File: src/common/ccu_defs.vh
// register map, field layout and reset values of the compare/capture pair
`ifndef CCU_DEFS_VH
`define CCU_DEFS_VH

// ****************************************
// register offsets (byte addresses)
// ****************************************
`define CCU_OFS_CTL0 6'h00
`define CCU_OFS_DATA0 6'h04
`define CCU_OFS_CTL1 6'h08
`define CCU_OFS_DATA1 6'h0C

// ****************************************
// control register fields
// ****************************************
`define CCU_BIT_MODE_SEL 0
`define CCU_BIT_POL_INV 1
`define CCU_GEN_LO 2
`define CCU_GEN_HI 4
`define CCU_BIT_SW_LEVEL 5
`define CCU_BIT_PAIR 6
`define CCU_CTL_MASK 16'h007F

// ****************************************
// reset values
// ****************************************
`define CCU_CTL_RST 16'h0000
`define CCU_DATA_RST 16'h0000

// ****************************************
// output generation modes
// ****************************************
`define CCU_GEN_SW 3'h0
`define CCU_GEN_SET 3'h1
`define CCU_GEN_TGL_RST 3'h2
`define CCU_GEN_SET_RST 3'h3
`define CCU_GEN_TGL 3'h4
`define CCU_GEN_RST 3'h5
`define CCU_GEN_TGL_SET 3'h6
`define CCU_GEN_RST_SET 3'h7

`endif

File: src/design/ccu_pair.v
// compare/capture channel pair with output waveform generation and wishbone registers
//
// The implementer's own choices: the register addresses and the Wishbone interface to the registers.
`timescale 1ns/10ps
`include "ccu_defs.vh"


module ccu_pair (
	input wire clk_i,
	input wire rst_i,
	// wishbone slave
	input wire wb_cyc_i,
	input wire wb_stb_i,
	input wire wb_we_i,
	input wire [5:0] wb_adr_i,
	input wire [3:0] wb_sel_i,
	input wire [31:0] wb_dat_i,
	output wire [31:0] wb_dat_o,
	output wire wb_ack_o,
	// counter core
	input wire [15:0] count_value_i,
	input wire count_step_i,
	input wire count_down_i,
	input wire count_max_i,
	input wire count_zero_i,
	input wire [1:0] capture_trigger_i,
	// timer channel outputs and match events
	output wire [1:0] timer_channel_output_o,
	output wire [1:0] comparator_hit_o
);

	// ****************************************
	// second event of the match/period modes
	// ****************************************
	function other_event;
		input pair;
		input down;
		input partner_hit;
		input cnt_max;
		input cnt_zero;
		begin
			if (pair) begin
				other_event = partner_hit;
			end else if (down) begin
				other_event = cnt_zero;
			end else begin
				other_event = cnt_max;
			end
		end
	endfunction

	// ****************************************
	// output generation step
	// ****************************************
	function gen_next;
		input [2:0] mode;
		input pair;
		input down;
		input level;
		input sw_level;
		input own_hit;
		input partner_hit;
		input cnt_max;
		input cnt_zero;
		reg other_ev;
		begin
			// second event: partner when paired, else end of count period
			other_ev = other_event(pair, down, partner_hit, cnt_max, cnt_zero);
			gen_next = level;
			case (mode)
				`CCU_GEN_SW: begin
					gen_next = sw_level;
				end
				`CCU_GEN_SET: begin
					if (own_hit || (pair && partner_hit)) begin
						gen_next = 1'b1;
					end
				end
				`CCU_GEN_TGL_RST: begin
					if (own_hit) begin
						gen_next = ~level;
					end
					if (other_ev) begin
						gen_next = 1'b0;
					end
				end
				`CCU_GEN_SET_RST: begin
					if (own_hit) begin
						gen_next = 1'b1;
					end
					if (other_ev) begin
						gen_next = 1'b0;
					end
				end
				`CCU_GEN_TGL: begin
					if (own_hit || (pair && partner_hit)) begin
						gen_next = ~level;
					end
				end
				`CCU_GEN_RST: begin
					if (own_hit || (pair && partner_hit)) begin
						gen_next = 1'b0;
					end
				end
				`CCU_GEN_TGL_SET: begin
					if (own_hit) begin
						gen_next = ~level;
					end
					if (other_ev) begin
						gen_next = 1'b1;
					end
				end
				`CCU_GEN_RST_SET: begin
					if (own_hit) begin
						gen_next = 1'b0;
					end
					if (other_ev) begin
						gen_next = 1'b1;
					end
				end
				default: begin
					gen_next = level;
				end
			endcase
		end
	endfunction

	// ****************************************
	// state
	// ****************************************
	reg [15:0] ctl_reg [0:1];
	reg [15:0] data_reg [0:1];
	reg [15:0] ctl_next [0:1];
	reg [15:0] data_next [0:1];
	reg [1:0] level_reg;
	reg [1:0] level_next;
	reg [1:0] tout_reg;
	reg [1:0] tout_next;
	reg [1:0] hit_reg;
	reg ack_reg;
	reg ack_next;
	reg [31:0] rdata_reg;
	reg [31:0] rdata_next;

	// ****************************************
	// byte lane merge for register writes
	// ****************************************
	function [15:0] merge_lanes;
		input [15:0] old;
		input [15:0] wdat;
		input [1:0] sel;
		reg [15:0] mask;
		begin
			mask = {{8{sel[1]}}, {8{sel[0]}}};
			merge_lanes = (old & ~mask) | (wdat & mask);
		end
	endfunction

	// ****************************************
	// read data selection
	// ****************************************
	function [31:0] read_word;
		input [5:0] adr;
		input [15:0] ctl0;
		input [15:0] data0;
		input [15:0] ctl1;
		input [15:0] data1;
		begin
			case (adr)
				`CCU_OFS_CTL0: read_word = {16'h0000, ctl0};
				`CCU_OFS_DATA0: read_word = {16'h0000, data0};
				`CCU_OFS_CTL1: read_word = {16'h0000, ctl1};
				`CCU_OFS_DATA1: read_word = {16'h0000, data1};
				default: read_word = 32'h00000000;
			endcase
		end
	endfunction

	// ****************************************
	// bus decode
	// ****************************************
	wire req = wb_cyc_i && wb_stb_i;
	// first cycle of a request: ack and read data launched
	wire take_now = req && !ack_reg;
	// second cycle: ack stands, a write lands
	wire wr_now = req && wb_we_i && ack_reg;
	wire wr_ctl0 = wr_now && (wb_adr_i == `CCU_OFS_CTL0);
	wire wr_data0 = wr_now && (wb_adr_i == `CCU_OFS_DATA0);
	wire wr_ctl1 = wr_now && (wb_adr_i == `CCU_OFS_CTL1);
	wire wr_data1 = wr_now && (wb_adr_i == `CCU_OFS_DATA1);

	// ****************************************
	// channel mode, match events, polarity
	// ****************************************
	wire [1:0] cap_mode;
	wire [1:0] own_hit;
	wire [1:0] pol_on;

	assign cap_mode[0] = ctl_reg[0][`CCU_BIT_MODE_SEL];
	assign cap_mode[1] = ctl_reg[1][`CCU_BIT_MODE_SEL];
	// match only in comparator mode, on a counter step
	assign own_hit[0] = ~cap_mode[0] && count_step_i && (count_value_i == data_reg[0]);
	assign own_hit[1] = ~cap_mode[1] && count_step_i && (count_value_i == data_reg[1]);
	// polarity only applies in comparator mode
	assign pol_on[0] = ctl_reg[0][`CCU_BIT_POL_INV] & ~cap_mode[0];
	assign pol_on[1] = ctl_reg[1][`CCU_BIT_POL_INV] & ~cap_mode[1];

	// ****************************************
	// output ports
	// ****************************************
	assign wb_ack_o = ack_reg;
	assign wb_dat_o = rdata_reg;
	assign timer_channel_output_o = tout_reg;
	assign comparator_hit_o = hit_reg;

	// ****************************************
	// wishbone slave: ack one cycle after request
	// ****************************************
	always @* begin
		ack_next = take_now;
		rdata_next = rdata_reg;
		if (take_now) begin
			rdata_next = read_word(wb_adr_i, ctl_reg[0], data_reg[0], ctl_reg[1], data_reg[1]);
		end
	end

	always @(posedge clk_i) begin
		if (rst_i) begin
			ack_reg <= 1'b0;
			rdata_reg <= 32'h00000000;
		end else begin
			ack_reg <= ack_next;
			rdata_reg <= rdata_next;
		end
	end

	// ****************************************
	// control and data registers, capture
	// ****************************************
	always @* begin
		ctl_next[0] = ctl_reg[0];
		ctl_next[1] = ctl_reg[1];
		data_next[0] = data_reg[0];
		data_next[1] = data_reg[1];
		if (wr_ctl0) begin
			ctl_next[0] = merge_lanes(ctl_reg[0], wb_dat_i[15:0], wb_sel_i[1:0]) & `CCU_CTL_MASK;
		end
		if (wr_ctl1) begin
			ctl_next[1] = merge_lanes(ctl_reg[1], wb_dat_i[15:0], wb_sel_i[1:0]) & `CCU_CTL_MASK;
		end
		// capture beats a software write in the same cycle
		if (cap_mode[0] && capture_trigger_i[0]) begin
			data_next[0] = count_value_i;
		end else if (wr_data0) begin
			data_next[0] = merge_lanes(data_reg[0], wb_dat_i[15:0], wb_sel_i[1:0]);
		end
		if (cap_mode[1] && capture_trigger_i[1]) begin
			data_next[1] = count_value_i;
		end else if (wr_data1) begin
			data_next[1] = merge_lanes(data_reg[1], wb_dat_i[15:0], wb_sel_i[1:0]);
		end
	end

	always @(posedge clk_i) begin
		if (rst_i) begin
			ctl_reg[0] <= `CCU_CTL_RST;
			ctl_reg[1] <= `CCU_CTL_RST;
			data_reg[0] <= `CCU_DATA_RST;
			data_reg[1] <= `CCU_DATA_RST;
		end else begin
			ctl_reg[0] <= ctl_next[0];
			ctl_reg[1] <= ctl_next[1];
			data_reg[0] <= data_next[0];
			data_reg[1] <= data_next[1];
		end
	end

	// ****************************************
	// waveform generation and polarity
	// ****************************************
	always @* begin
		// first channel of the pair
		if (cap_mode[0]) begin
			level_next[0] = level_reg[0];
		end else begin
			level_next[0] = gen_next(ctl_reg[0][`CCU_GEN_HI:`CCU_GEN_LO],
				ctl_reg[0][`CCU_BIT_PAIR], count_down_i, level_reg[0],
				ctl_reg[0][`CCU_BIT_SW_LEVEL], own_hit[0], own_hit[1],
				count_max_i, count_zero_i);
		end
		// second channel of the pair
		if (cap_mode[1]) begin
			level_next[1] = level_reg[1];
		end else begin
			level_next[1] = gen_next(ctl_reg[1][`CCU_GEN_HI:`CCU_GEN_LO],
				ctl_reg[1][`CCU_BIT_PAIR], count_down_i, level_reg[1],
				ctl_reg[1][`CCU_BIT_SW_LEVEL], own_hit[1], own_hit[0],
				count_max_i, count_zero_i);
		end
		tout_next = level_next ^ pol_on;
	end

	// ****************************************
	// output registers
	// ****************************************
	always @(posedge clk_i) begin
		if (rst_i) begin
			level_reg <= 2'h0;
			tout_reg <= 2'h0;
			hit_reg <= 2'h0;
		end else begin
			level_reg <= level_next;
			tout_reg <= tout_next;
			hit_reg <= own_hit;
		end
	end

endmodule

File: config.mk
export PLATFORM = sky130hd
export DESIGN_NAME = ccu_pair
export DESIGN_NICKNAME = d
export VERILOG_FILES = /design/src/design/ccu_pair.v
export VERILOG_INCLUDE_DIRS = /design/src /design/src/common
export SDC_FILE = /design/constraint.sdc
export NUM_CORES = 1
export LEC_CHECK = 0
export BUFFER_PORTS_ARGS = -buffer_cell sky130_fd_sc_hd__buf_2
export CORE_UTILIZATION = 53
export DETAILED_ROUTE_END_ITERATION = 10
export HOLD_SLACK_MARGIN = 0.08
export PLACE_DENSITY = 0.8
export SETUP_SLACK_MARGIN = 0.3
export SYNTH_ARGS = -nofsm -noshare
export SYNTH_HDL_FRONTEND = slang
export SYNTH_SLANG_ARGS = --single-unit
File: constraint.sdc
create_clock -name clk_i -period 3.4 [get_ports clk_i]
set_clock_uncertainty 0.1 [all_clocks]
set_input_delay 0.34 -clock clk_i [delete_from_list [all_inputs] [get_ports clk_i]]
set_output_delay 0.34 -clock clk_i [all_outputs]
set_load 0.1 [all_outputs]
==> results.cfg <==
[synthesis]
synth-async-reset-ratio_pct = 0
netlist-cell-type-count = 47
yosysSeqAreaShare_pct = 33.9
number_of_flops_mapped_to_enable_cells_by_yosys = 0
synthFlopType = sky130_fd_sc_hd__dfxtp_1
netlist.top_cell.by_area = sky130_fd_sc_hd__dfxtp_1
cell_area_after_synthesis_sq_um = 4080
synthesis.area_per_instance_sq_um = 8.11
syn_inst = 503
synth_top_area_share_pct = 33.9
yosysWarnings = 0
synth_seq_cells = 69
post_synth_main_area_contributors = sky130_fd_sc_hd__dfxtp_1 (34%), sky130_fd_sc_hd__nor2_1 (10%), sky130_fd_sc_hd__a21oi_1 (7.6%)

[clock_network]
numCtsBuffers = 9
clock-root-buffer = sky130_fd_sc_hd__clkbuf_8
holdBufCountCts = 0
clock_tree.htree_level_count = 3
tritoncts = done
cts.sink_count = 69
worst_skew_pair.late_latency_ns = 0.35
cts-root-to-sink-buffers = 2
clk_pin_slew_worst_paths_ns = 0.08

[detailed_routing]
dr_vias = 3782
route.detailed.wl_per_inst_microns = 16.0
initialDrtViolationCount = 272
drt-total-wl_microns = 10600
drt_drc_violations_left = 0
drt-pass1-iter-count = 5
post_drt_via_cell_ratio = 5.70
ant_nets = 0

[layout]
num-nets-final = 636
antennaDiodeCount = 0
syn_to_layout_area_delta_pct = 12.9
fill_cells = 653
drive_gt1_share_pct = 22.9
final_instance_area_sq_um = 4600

[sta]
finalSetupViolCount = 0
maxClockFrequency_ghz = 0.339
min_period_over_period_pct = 86.8
slew_headroom_pct = 42.9
worst_pin_slew_ns = 0.857
report.final.hold_viol_count = 0
setup_tns_ns = 0
final-max-slew-violation-count = 0
rsz_0062_raised_after_global_routing = false
min_period_ns = 2.95

[setup_path]
worstPathMaxFanout = 4
crit_type = reg2reg
worst_ep_arrival_time_ns = 3.15
cp_data_required_time_ns = 3.59
timing.critical_path.cells = xor2_1 -> nor4_2 -> nand2_1 -> or2_2 -> a21boi_0 -> ha_1 -> nor3b_1 -> nor2_1 -> a32oi_1 -> o31ai_1 -> or3b_1 -> nand3_1
cp.buffers_inverters = 0
worstSetupStartpointType = register
setup.worst_path.end_class = register
worstSetupPathDepth = 12
cpPeakStageDelay_ns = 0.37
reg2reg_depth = 12
crit_path_top_delay_cell = sky130_fd_sc_hd__or3b_1
worst_path_dominant_cell_family = simple AND/OR/NAND/NOR gates

[global_routing]
overflow = 0
grt_first_pass_wirelength_microns = 17200
grt_util_met3_pct = 3.81
grt.total_usage_pct = 26.6
grt_start_max_net_pins = 47
most_crowded_layer_gr = met2
use_met1_pct = 36.3
first_global_vias = 3490
antenna_violations_before_repair = 0
gr-usage-met2_pct = 41.0

[floorplan]
io_pins = 106
core-area_sq_um = 7330
num_rows = 31
die-area_sq_um = 8050
initial_core_util_pct = 55.6
die_span_x_microns = 89.7
chipHeight_microns = 89.7

[place]
count_of_input_and_output_buffers = 71
finalWeightedCongestion = 0.915
dp_hpwl_microns = 7670
dpl-instance-area_sq_um = 4350

[job]
drv.max_cap_violation_count = 0

[pwr]
power.static_leakage_nw = 1.89
design_power_total_mw = 1.70
worst_vdd_drop_mv = 0.163
power_per_cell_area_nw_per_um2 = 369

[status]
status = completed

[worst_hold_path]
worst_hold_path.num_cells = 3
worst_hold_path_type = in2reg
-- worst min-delay path: stages --
cell	delay, ns
sky130_fd_sc_hd__buf_2	0.11
sky130_fd_sc_hd__mux2i_1	0.07
sky130_fd_sc_hd__nor2_1	0.07
-- cells in the mapped netlist (8+ instances only) --
cell type                    n
sky130_fd_sc_hd__nor2_2      8
sky130_fd_sc_hd__nand2_1    20
sky130_fd_sc_hd__a21oi_1    62
sky130_fd_sc_hd__a211oi_2    8
sky130_fd_sc_hd__a22oi_1    23
sky130_fd_sc_hd__dfxtp_1    69
sky130_fd_sc_hd__a211oi_1   24
sky130_fd_sc_hd__mux2i_1    15
sky130_fd_sc_hd__clkbuf_1   25
sky130_fd_sc_hd__nor2_1    109
sky130_fd_sc_hd__ha_1        8
sky130_fd_sc_hd__xor2_1     31
sky130_fd_sc_hd__buf_4      19
sky130_fd_sc_hd__nor4_1      8
-- cell families (layout without fill, tap and decap cells) --
kind of cell               count (synthesis)  count (layout)  share of synthesized area [%]
and+or+nand+nor                          185             185                           21.8
AOI/OAI and AO/OA                        136             136                           23.1
muxes                                     15              15                           3.68
other                                      1              16                         0.0920
xor gates and xnor gates                  32              32                           6.87
buffers and inverters                     57             103                           8.13
adders and majority gates                  8               8                           2.45
DFF                                       69              69                           33.9
-- metrics by stage --
step / hold slack [ns] / setup slack [ns] / util [%] / instances
2_1_floorplan: 0.378 / 0.740 / - / 518
3_3_place_gp: 0.362 / 0.288 / 59.4 / 644
3_5_place_dp: 0.371 / 0.204 / 59.4 / 644
4_1_cts: 0.159 / 0.342 / 62.1 / 660
5_1_grt: 0.192 / 0.267 / 62.8 / 663
6_report: 0.166 / 0.447 / 62.8 / 663
-- path summary, 6_finish.rpt --
| kind | start | end | slack, ns |
|---|---|---|---|
| setup / recovery | register | timer_channel_output_o[1] | 0.45 |
| hold / removal | wb_dat_i[2] | register | 0.17 |
| setup reg to reg | register | timer_channel_output_o[1] | 0.45 |
| hold reg to reg | wb_dat_o[9] | wb_dat_o[9] | 0.38 |
-- per-layer routing --
metal	part of all wire [%]	vias to the layer above
li1	-	1850
met1	44	1727
met2	46	179
met3	7.6	26
met4	3.0	0
met5	0	-
-- power breakdown --
part / switching, mW / leakage, nW / internal, mW / total [mW]
Sequential: 0.000345 / 0.556 / 0.808 / 0.808
Combinational: 0.165 / 1.24 / 0.0462 / 0.211
Clock: 0.322 / 0.0943 / 0.356 / 0.678
-- final cells by class --
| type | count | area [sq um] | area share [%] |
|---|---|---|---|
| multi-input combinational | 392 | 2450 | 53.2 |
| sequential | 69 | 1380 | 30.0 |
| timing repair buffer | 80 | 423 | 9.19 |
| clock buffer | 10 | 138 | 2.99 |
| tap | 99 | 124 | 2.69 |
| clock inverter | 6 | 62.6 | 1.36 |
| inverter | 7 | 26.3 | 0.571 |
-- what timing repair did --
item,in CTS,in global routing
resized for setup,0,5
setup endpoints to repair,0,4
hold endpoints to repair,0,0
setup buffers,0,3
-- layout by cell type, fill, tap and decap left out, drive strengths merged, types with 2 or more instances in the layout --
master,n
clkinvlp,3
a32oi,2
or4,2
and2,4
inv,7
conb,16
nor2,117
xor2,31
clkbuf,10
nor4bb,2
ha,8
clkinv,2
o31ai,3
or2,2
a31o,4
a211oi,32
nand3,7
o21ai,3
nand3b,2
nor3b,5
nor2b,4
mux2i,15
a21oi,62
dfxtp,69
a22oi,23
o31a,2
o22ai,2
nand2,20
buf,80
nor3,7
nor4,8
No activity file was read; power rests on OpenSTA's default activity.
